**config.mk**
```make
export PLATFORM = sky130hd
export DESIGN_NAME = pfr_regs
export DESIGN_NICKNAME = d
export VERILOG_FILES = /design/src/rtl/pfr_pkg.sv /design/src/rtl/pfr_regs.sv /design/src/rtl/pfr_sync.sv /design/src/rtl/pfr_thr_sel.sv
export VERILOG_INCLUDE_DIRS = /design/src /design/src/rtl
export SDC_FILE = /design/constraint.sdc
export NUM_CORES = 1
export LEC_CHECK = 0
export ABC_AREA = 1
export BUFFER_PORTS_ARGS = -buffer_cell sky130_fd_sc_hd__buf_2
export CAP_MARGIN = 20
export CORE_MARGIN = 8
export CORE_UTILIZATION = 50
export CTS_BUF_LIST = sky130_fd_sc_hd__clkbuf_8
export DETAILED_ROUTE_END_ITERATION = 7
export PLACE_DENSITY_LB_ADDON = 0.3
export SLEW_MARGIN = 25
export SYNTH_ARGS = -nofsm -noshare
export SYNTH_HDL_FRONTEND = slang
export SYNTH_SLANG_ARGS = --single-unit
```
**constraint.sdc**
```tcl
create_clock -name i_sys_clk -period 2.4 [get_ports i_sys_clk]
set_input_delay 0.48 -clock i_sys_clk [delete_from_list [all_inputs] [get_ports i_sys_clk]]
set_output_delay 0.48 -clock i_sys_clk [all_outputs]
set_load 0.02 [all_outputs]
```
**src/rtl/pfr_cfg.svh**
```systemverilog
// Offsets, field positions, reset values and codes of the power-fail
// and regulator configuration bank.
// Assumes a 12-bit Avalon-MM byte address inside the regulator space.
//
// Operation
// RL1: Comparator enable bit is read-write; 1 switches it on, 0 off.
// RL2: Four-bit main threshold; codes 6..15 give 1.9 V to 2.8 V.
// RL3: Four-bit high-supply threshold; codes 0..15 give 2.7 V to 4.2 V.
// RL4: Config register at 0x510 is retained; all fields zero after reset.
// RL5: Separate switching enable registers at 0x704, 0x904 and 0xB00.
// RL6: Regulators start linear; each switching enable is independent.
// RL7: High-supply threshold applies in high voltage mode, main otherwise.
// RL8: Main codes 0..5 are reserved; stored as written, no threshold.
`ifndef PFR_CFG_SVH
`define PFR_CFG_SVH

`define PFR_ADDR_W 12
`define PFR_OFS_POF_CFG 12'h510
`define PFR_OFS_MAIN_SW 12'h704
`define PFR_OFS_RADIO_SW 12'h904
`define PFR_OFS_HIGH_SW 12'hB00
`define PFR_OFS_STATUS 12'h600

`define PFR_POF_EN_BIT 0
`define PFR_MAIN_THR_LSB 1
`define PFR_MAIN_THR_MSB 4
`define PFR_HIGH_THR_LSB 8
`define PFR_HIGH_THR_MSB 11
`define PFR_SW_EN_BIT 0

`define PFR_ST_MODE_BIT 0
`define PFR_ST_RSVD_BIT 1
`define PFR_ST_THR_LSB 4
`define PFR_ST_THR_MSB 7

`define PFR_POF_EN_RST 1'h0
`define PFR_THR_RST 4'h0
`define PFR_SW_EN_RST 1'h0
`define PFR_RDATA_RST 32'h0

`define PFR_MAIN_THR_MIN 4'h6
`define PFR_RESP_OK 2'h0
`define PFR_RESP_DECERR 2'h3

`endif

```
**src/rtl/pfr_pkg.sv**
```systemverilog
// Types shared by the power-fail and regulator configuration bank.
// Assumes pfr_cfg.svh is included by the files that need the numbers.
package pfr_pkg;

   typedef enum logic [1:0] {
      PFR_IDLE = 2'b00,
      PFR_ACK = 2'b01
   } pfr_bus_e;

   typedef enum logic [2:0] {
      PFR_SEL_NONE = 3'h0,
      PFR_SEL_POF = 3'h1,
      PFR_SEL_MAIN = 3'h2,
      PFR_SEL_RADIO = 3'h3,
      PFR_SEL_HIGH = 3'h4,
      PFR_SEL_STAT = 3'h5
   } pfr_sel_e;

   typedef logic [3:0] pfr_thr_t;

   typedef struct packed {
      pfr_bus_e bus;
      logic [31:0] rdata;
      logic [1:0] resp;
      logic pof_en;
      pfr_thr_t main_thr;
      pfr_thr_t high_thr;
      logic main_sw;
      logic radio_sw;
      logic high_sw;
   } pfr_regs_s;

   typedef struct packed {
      logic meta;
      logic sync;
   } pfr_sync_s;

   typedef struct packed {
      pfr_thr_t thr;
      logic high_tab;
      logic valid;
      logic rsvd;
   } pfr_sel_s;

endpackage : pfr_pkg

```
**src/rtl/pfr_regs.sv**
```systemverilog
// Retained power-fail comparator and regulator switching configuration,
// reached over an Avalon-MM slave with one wait state per access.
// Assumes a single master that holds each request until waitrequest is low
// and a supply mode level arriving on an asynchronous pin.
//
// Register access over Avalon-MM is this design's own decision.
`include "pfr_cfg.svh"
module pfr_regs
   import pfr_pkg::*;
(
   input wire logic i_sys_clk,
   input wire logic i_rst_n,
   input wire logic [11:0] i_avs_address,
   input wire logic i_avs_read,
   input wire logic i_avs_write,
   input wire logic [31:0] i_avs_writedata,
   input wire logic [3:0] i_avs_byteenable,
   output logic [31:0] o_avs_readdata,
   output logic [1:0] o_avs_response,
   output logic o_avs_waitrequest,
   input wire logic i_high_volt_mode,
   output logic o_pof_enable,
   output logic [3:0] o_pof_threshold,
   output logic o_pof_high_table,
   output logic o_pof_thr_valid,
   output logic o_main_sw_en,
   output logic o_radio_sw_en,
   output logic o_high_sw_en
);

   pfr_regs_s q;
   pfr_regs_s d;
   logic mode_s;
   logic thr_rsvd;
   logic req;
   logic ack;
   pfr_sel_e sel;

   // Address decode, shared by the read path, the write path and checks
   function automatic pfr_sel_e dec(input logic [11:0] a);
      pfr_sel_e s;
      s = PFR_SEL_NONE;
      unique case (a)
         `PFR_OFS_POF_CFG: s = PFR_SEL_POF;
         `PFR_OFS_MAIN_SW: s = PFR_SEL_MAIN;
         `PFR_OFS_RADIO_SW: s = PFR_SEL_RADIO;
         `PFR_OFS_HIGH_SW: s = PFR_SEL_HIGH;
         `PFR_OFS_STATUS: s = PFR_SEL_STAT;
         default: s = PFR_SEL_NONE;
      endcase
      return s;
   endfunction : dec

   // Readback image of the power-fail configuration word
   function automatic logic [31:0] pof_word(input logic en,
                                            input pfr_thr_t mt,
                                            input pfr_thr_t ht);
      logic [31:0] w;
      w = '0;
      w[`PFR_POF_EN_BIT] = en;
      w[`PFR_MAIN_THR_MSB:`PFR_MAIN_THR_LSB] = mt;
      w[`PFR_HIGH_THR_MSB:`PFR_HIGH_THR_LSB] = ht;
      return w;
   endfunction : pof_word

   pfr_sync u_mode_sync (
      .i_sys_clk(i_sys_clk),
      .i_rst_n(i_rst_n),
      .i_level(i_high_volt_mode),
      .o_level(mode_s)
   );

   pfr_thr_sel u_thr_sel (
      .i_sys_clk(i_sys_clk),
      .i_rst_n(i_rst_n),
      .i_high_mode(mode_s),
      .i_pof_en(q.pof_en),
      .i_main_thr(q.main_thr),
      .i_high_thr(q.high_thr),
      .o_thr(o_pof_threshold),
      .o_high_tab(o_pof_high_table),
      .o_valid(o_pof_thr_valid),
      .o_rsvd(thr_rsvd)
   );

   assign req = i_avs_read || i_avs_write;
   assign ack = req && (q.bus == PFR_ACK);
   assign sel = dec(i_avs_address);

   always_comb begin
      logic [31:0] rd;
      rd = '0;
      d = q;
      unique case (q.bus)
         PFR_IDLE: begin
            if (req) begin
               d.bus = PFR_ACK;
               d.resp = (sel == PFR_SEL_NONE) ? `PFR_RESP_DECERR
                                              : `PFR_RESP_OK;
               unique case (sel)
                  PFR_SEL_POF: begin
                     rd = pof_word(q.pof_en, q.main_thr, q.high_thr); // RL4
                  end
                  PFR_SEL_MAIN: begin
                     rd[`PFR_SW_EN_BIT] = q.main_sw;
                  end
                  PFR_SEL_RADIO: begin
                     rd[`PFR_SW_EN_BIT] = q.radio_sw;
                  end
                  PFR_SEL_HIGH: begin
                     rd[`PFR_SW_EN_BIT] = q.high_sw;
                  end
                  PFR_SEL_STAT: begin
                     rd[`PFR_ST_MODE_BIT] = mode_s;
                     rd[`PFR_ST_RSVD_BIT] = thr_rsvd;
                     rd[`PFR_ST_THR_MSB:`PFR_ST_THR_LSB] = o_pof_threshold;
                  end
                  PFR_SEL_NONE: begin
                     rd = '0;
                  end
               endcase
               d.rdata = i_avs_read ? rd : '0;
            end
         end
         PFR_ACK: begin
            d.bus = PFR_IDLE;
            if (i_avs_write) begin
               unique case (sel)
                  PFR_SEL_POF: begin
                     if (i_avs_byteenable[0]) begin
                        d.pof_en = i_avs_writedata[`PFR_POF_EN_BIT]; // RL1
                        // Reserved low codes are kept as written
                        d.main_thr = i_avs_writedata[`PFR_MAIN_THR_MSB:
                                                     `PFR_MAIN_THR_LSB]; // RL2
                     end
                     if (i_avs_byteenable[1]) begin
                        d.high_thr = i_avs_writedata[`PFR_HIGH_THR_MSB:
                                                     `PFR_HIGH_THR_LSB]; // RL3
                     end
                  end
                  PFR_SEL_MAIN: begin
                     if (i_avs_byteenable[0]) begin
                        d.main_sw = i_avs_writedata[`PFR_SW_EN_BIT]; // RL5
                     end
                  end
                  PFR_SEL_RADIO: begin
                     if (i_avs_byteenable[0]) begin
                        d.radio_sw = i_avs_writedata[`PFR_SW_EN_BIT]; // RL5
                     end
                  end
                  PFR_SEL_HIGH: begin
                     if (i_avs_byteenable[0]) begin
                        d.high_sw = i_avs_writedata[`PFR_SW_EN_BIT]; // RL6
                     end
                  end
                  PFR_SEL_STAT, PFR_SEL_NONE: begin
                     d.high_sw = q.high_sw;
                  end
               endcase
            end
         end
         default: begin
            d.bus = PFR_IDLE;
         end
      endcase
   end

   always_ff @(posedge i_sys_clk or negedge i_rst_n) begin
      if (!i_rst_n) begin
         q.bus <= PFR_IDLE;
         q.rdata <= `PFR_RDATA_RST;
         q.resp <= `PFR_RESP_OK;
         q.pof_en <= `PFR_POF_EN_RST; // RL4
         q.main_thr <= `PFR_THR_RST;
         q.high_thr <= `PFR_THR_RST;
         q.main_sw <= `PFR_SW_EN_RST; // RL6
         q.radio_sw <= `PFR_SW_EN_RST;
         q.high_sw <= `PFR_SW_EN_RST;
      end else begin
         q <= d;
      end
   end

   // Every access sees exactly one wait state
   assign o_avs_waitrequest = req && (q.bus != PFR_ACK);
   assign o_avs_readdata = q.rdata;
   assign o_avs_response = q.resp;
   assign o_pof_enable = q.pof_en;
   assign o_main_sw_en = q.main_sw;
   assign o_radio_sw_en = q.radio_sw;
   assign o_high_sw_en = q.high_sw;

   logic wr_pof;
   logic wr_main;
   assign wr_pof = ack && i_avs_write && (sel == PFR_SEL_POF);
   assign wr_main = ack && i_avs_write && (sel == PFR_SEL_MAIN);
   logic wr_radio;
   logic wr_high;
   assign wr_radio = ack && i_avs_write && (sel == PFR_SEL_RADIO);
   assign wr_high = ack && i_avs_write && (sel == PFR_SEL_HIGH);
endmodule : pfr_regs

```
**src/rtl/pfr_sync.sv**
```systemverilog
// Two-flop synchroniser for the supply mode level from the pin.
// Assumes the pin is a slow level with no relation to i_sys_clk.
module pfr_sync
   import pfr_pkg::*;
(
   input wire logic i_sys_clk,
   input wire logic i_rst_n,
   input wire logic i_level,
   output logic o_level
);

   pfr_sync_s q;
   pfr_sync_s d;

   always_comb begin
      d.meta = i_level;
      d.sync = q.meta;
   end

   always_ff @(posedge i_sys_clk or negedge i_rst_n) begin
      if (!i_rst_n) begin
         q <= '0;
      end else begin
         q <= d;
      end
   end

   assign o_level = q.sync;

endmodule : pfr_sync

```
**src/rtl/pfr_thr_sel.sv**
```systemverilog
// Picks the comparator threshold that applies in the present supply mode.
// Assumes the mode input is already synchronised to i_sys_clk.
`include "pfr_cfg.svh"
module pfr_thr_sel
   import pfr_pkg::*;
(
   input wire logic i_sys_clk,
   input wire logic i_rst_n,
   input wire logic i_high_mode,
   input wire logic i_pof_en,
   input wire pfr_thr_t i_main_thr,
   input wire pfr_thr_t i_high_thr,
   output pfr_thr_t o_thr,
   output logic o_high_tab,
   output logic o_valid,
   output logic o_rsvd
);

   pfr_sel_s q;
   pfr_sel_s d;

   always_comb begin
      d.high_tab = i_high_mode;
      d.thr = i_high_mode ? i_high_thr : i_main_thr; // RL7
      // Low main codes name no level, so in main mode the comparator gets no valid code
      d.rsvd = !i_high_mode && (i_main_thr < `PFR_MAIN_THR_MIN); // RL8
      d.valid = i_pof_en && !d.rsvd;
   end

   always_ff @(posedge i_sys_clk or negedge i_rst_n) begin
      if (!i_rst_n) begin
         q <= '0;
      end else begin
         q <= d;
      end
   end

   assign o_thr = q.thr;
   assign o_high_tab = q.high_tab;
   assign o_valid = q.valid;
   assign o_rsvd = q.rsvd;

endmodule : pfr_thr_sel

```
* After elaboration in Yosys (flattened, before gate mapping)
Index checks and enable logic that the tools add are counted.
** Word-level totals
- Input port bits :: 53
- Register bits :: 57
- Logic and storage cells :: 54
- Output and inout port bits :: 45
** Cells by class
- Eq/ne operators :: 13
- Order comparisons :: 1
- Muxes and demuxes :: 11
- Reductions and logical operators :: 14
** Operator list (count)
- $eq A12 B11 Y1 const B :: 3
- $mux W36 :: 1
- $mux W32 :: 1
- $eq A12 B12 Y1 const B :: 2
- $reduce_and A4 Y1 :: 5
- $pmux W3 S5 :: 1
- $mux W4 :: 2
- $pmux W4 S2 :: 1
- $eq A3 B2 Y1 const B :: 2
- $eq A3 B3 Y1 const B :: 2
- $mux W2 :: 3
- $pmux W1 S6 :: 1
- $lt A4 B3 Y1 const B :: 1
- $eq A3 B1 Y1 const B :: 1
- $logic_and A1 B1 Y1 :: 3
- $logic_not A3 Y1 :: 1
- $eq A2 B1 Y1 const B :: 1
- $logic_not A1 Y1 :: 2
- $logic_not A2 Y1 :: 1
- $ne A2 B1 Y1 const B :: 1
- $ne A2 B2 Y1 const B :: 1
- $pmux W1 S2 :: 1
- $reduce_and A2 Y1 :: 1
- $logic_or A1 B1 Y1 :: 1

* Logic depth before layout (Yosys ltp)
- Depth in word-level cells :: 7
- Gate-level depth with buffers :: 10
- Depth with buffers taken out :: 10

* Hierarchy
From an unflattened synthesis, not the netlist that was laid out.
** Second synthesis, totals
- Cells, all modules :: 223
- Area, all modules :: 1834.3 um^2
** By module, submodules not included
- pfr_regs :: seq. area each 650.6 um^2, times used 1, cells each 196, area an instance 1540.2 um^2
- pfr_thr_sel :: seq. area each 175.2 um^2, times used 1, cells each 25, area an instance 244.0 um^2
- pfr_sync :: seq. area each 50.0 um^2, times used 1, cells each 2, area an instance 50.0 um^2

* Worst setup path before layout
OpenSTA, ideal clock, no wires.
- Path type :: input -> register
- From :: input port i_avs_read
- To :: register q (netlist bit o_avs_readdata[5])
- Library setup time :: 0.122 ns
- Path slack :: 0.935 ns
- Required time :: 2.278 ns
- Arrival time :: 1.344 ns
- Stages on the path :: 5
- Path buffers :: 1
- Path through :: inv_1 > a21oi_2 > inv_2 > buf_2 > a32o_1
** On the way
- Cells in the longest elaborated chain, start to end :: 2
- Elaborated cells on any way between the ends :: 3
- Those cells by class :: mux: 1; reduce/logical: 2
** Ends and longest elaborated chain
- from (decl) :: RTL line pfr_regs.sv:14 : input wire logic i_avs_read,
- $logic_or A1 B1 Y1 :: RTL line pfr_regs.sv:86 : assign req = i_avs_read || i_avs_write;
- $reduce_and A2 Y1 (no line)
- to (decl) :: RTL line pfr_regs.sv:31 : pfr_regs_s q;
Parallel ways exist; a longest one is shown, timed or not.
A chain may end at the register's enable or synchronous reset.

* Worst setup path in the final report
- From :: register q[46] (netlist bit)
- To :: output port o_avs_waitrequest
** On the way
- Cells in the longest elaborated chain, start to end :: 2
** Ends and longest elaborated chain
- $ne A2 B1 Y1 :: RTL line pfr_regs.sv:185 : assign o_avs_waitrequest = req && (q.bus != PFR_ACK);
- $logic_and A1 B1 Y1 :: RTL line pfr_regs.sv:185
- to (decl) :: RTL line pfr_regs.sv:20 : output logic o_avs_waitrequest,
No other way between the ends.

==> results.md <==
- Yosys warns: 0
- Layout cell share with drive strength beyond 1: 31.95%
- Vias per cell: 4.592
- Req. time, crit path: 1920 ps
- Syn_area_per_cell: approximately 9.3 um^2
- CTS Buffer Depth: 2
- # clock sinks: 35
- Initial DRC count: 46
- Final antenna diode count: 0
- Clock latency on the worst-skew pair: 280 ps
- Status: finished clean
- Initial antenna violation count: 0
- Via count: 1327
- CP startpoint kind: flop
- DRC viols: 0
- Final period util: 63.96%
- Cell area after layout: 0.002064 mm^2
- Pin count of the biggest net entering global routing: 36
- Crit path DAT: 1060 ps
- Fin nets: 295
- Postcts setup bufs: 0
- Worst-path clk slew: 60 ps
- Setup WS pre-CTS: 798.6 ps
- Min cycle time layout: 1535 ps
- Unrepaired setup endpoints after global routing: false
- Die span in y: 77.25 um
- Gr usage total: 12.41%
- H-tree depth: 2
- Worst setup path start: q[46]
- Top FF cell, synth: dfrtp_1
- Synthesized area: ~0.0019 mm^2
- Post-Syn Instances: 201
- First-pass GRT wire length: 6099 um
- Post-route setup slack: 864.9 ps
- Critical R2R Launch: q[46]
- CP Capture Type: output port
- Row cnt: 22
- Routed Antenna Nets: 0
- Worst Tran Pin Value: 724.7 ps
- Top Ports: 98
- Worst setup path category: flop to output port
- Hold crit path type: input port to asynchronous set/reset pin
- MaxCap Viol Count: 0
- CTS Buf Count: 5
- Sequential-to-total area share from yosys stat: 46.70%
- Hold Violations, Final: 0
- Pwr dens: 539.0 mW/mm^2
- Post-CTS Hold Buffers: 0
- WL/cell: 12.22 um
- CTS tree: yes
- VDD IR max: 281.9 uV
- WL final: between 3000 and 4000 um
- Max_slew headroom: 51.69%
- Top cell type's share of synthesized area: a little under half
- Initial core utilization: 51.62%
- Die Wd: between 70 and 80 um
- Die area: 0.005967 mm^2
- Port Buf Inserts: 52
- Crit path max fanout: 4
- Yosys cell types: 31
- Most frequent cell after synthesis: dfrtp_1
- Post-cts resize count: 0
- Async SR Flop Fraction: 100.0%
- Slew Limit Fails: 0
- Root buffer cell: clkbuf_8
- DR pass1 iterations: 4
- Setup violators final: 0
- Post-synth EDFFs: 0
- #FFs+latches synth: 35
- # fillers: around 380
- Post-synth top cells: dfrtp_1, buf_4, nand2_1, inv_1, nor2_1
- Layout area overhead: 10.07%
- Routability cong.: 0.7682
- Leak: 1.164 nW
- Vias in the first global route: about 1400
- Dominant cell type by area after synthesis: dfrtp_1
- Fmax: 0.6514 GHz
- Placement Cell Area: ~0.002 mm^2
- Total grt overflow: 0
- HPWL after DPL: about 2900 um
- Final core occ: between 50% and 60%
- Synth area leaders: dfrtp_1, buf_4, nand2_1, a32o_1, inv_1
- Core area: approximately 0.0036 mm^2
- Setup TNS: 0 ps
- Worst Clk Skew: 4.465 ps
==> registers in the layout, summed over array words and instances, names as in the netlist <==
register and cells:
o_avs_readdata 12, o_avs_response 1, o_high_sw_en 1, o_main_sw_en 1, o_pof_enable 1, o_radio_sw_en 1, q 9, u_mode_sync.d 1
u_mode_sync.o_level 1, u_thr_sel.o_high_tab 1, u_thr_sel.o_rsvd 1, u_thr_sel.o_thr 4, u_thr_sel.o_valid 1
==> through the flow <==
stage | instances | hold slack, ps | power, mW
finish | 289 | 254.9 | 1.113
floorplan | 220 | 184.4 | 0.7370
CTS | 289 | 279.4 | 1.128
global route | 289 | 296.1 | 1.168
detailed placement | 283 | 341.0 | 0.7572
global placement | 283 | 332.4 | 0.7552
==> layout make-up <==
cell class	count	area, um^2	share of cell area [%]
Inverter	27	106.4	5.152
Tap cell	48	60.06	2.909
Clock buffer	5	68.82	3.333
Multi-Input combinational cell	121	689.4	33.39
Sequential cell	35	875.8	42.42
Timing Repair Buffer	52	260.3	12.61
Clock inverter	1	3.754	0.1818
==> where the power goes <==
| part | switching, mW | internal (mW) |
|---|---|---|
| Sequential | 0.00867 | 0.600 |
| Clock | 0.179 | 0.188 |
| Combinational | 0.101 | 0.0355 |
| Total | 0.289 | 0.824 |
==> path summary, 6_finish.rpt <==
path	end	slack (ps)	depth (start not counted)
max reg2reg	o_avs_readdata[0]	1040	6
min	o_avs_readdata[6]	250	1
max in group asynchronous	o_radio_sw_en	1680	1
max	o_avs_waitrequest	860	2
min in group i_sys_clk	u_mode_sync.d[0]	300	1
min reg2reg	u_mode_sync.o_level	350	0
==> logic make-up after synthesis <==
logic type      after synthesis  synth area share [%]
compound gates               28                 10.74
buf+inv                      64                 20.35
flops                        35                 46.70
mux                           4                 2.669
other cells                   1                0.1999
simple gates                 69                 19.35
==> worst max-delay path: stages, from the launching register on <==
cell and delay [ps]:
dfrtp_1 430, a21oi_2 160, buf_2 190
==> per-layer routing <==
metal | vias to the layer above | part of all wire (%) | track usage (%)
met3 | 6 | 7.5 | 5.944
met4 | 0 | 1.3 | 3.962
met2 | 40 | 47 | 20.13
met1 | 609 | 44 | 13.96
li1 | 672 | - | -
met5 | - | 0 | 0
==> layout by cell type, fill, tap and decap left out, drive strengths merged <==
| cell type | count |
|---|---|
| inv | 28 |
| a22o | 2 |
| nand2 | 37 |
| and3 | 1 |
| a211oi | 1 |
| o21ai | 10 |
| nor2 | 19 |
| o21a | 1 |
| mux2 | 2 |
| mux2i | 2 |
| nor3b | 1 |
| clkbuf | 5 |
| a32o | 9 |
| conb | 20 |
| dfrtp | 35 |
| a21oi | 5 |
| buf | 52 |
| nand4 | 3 |
| nand3 | 8 |
No activity file was read; power rests on OpenSTA's default activity.
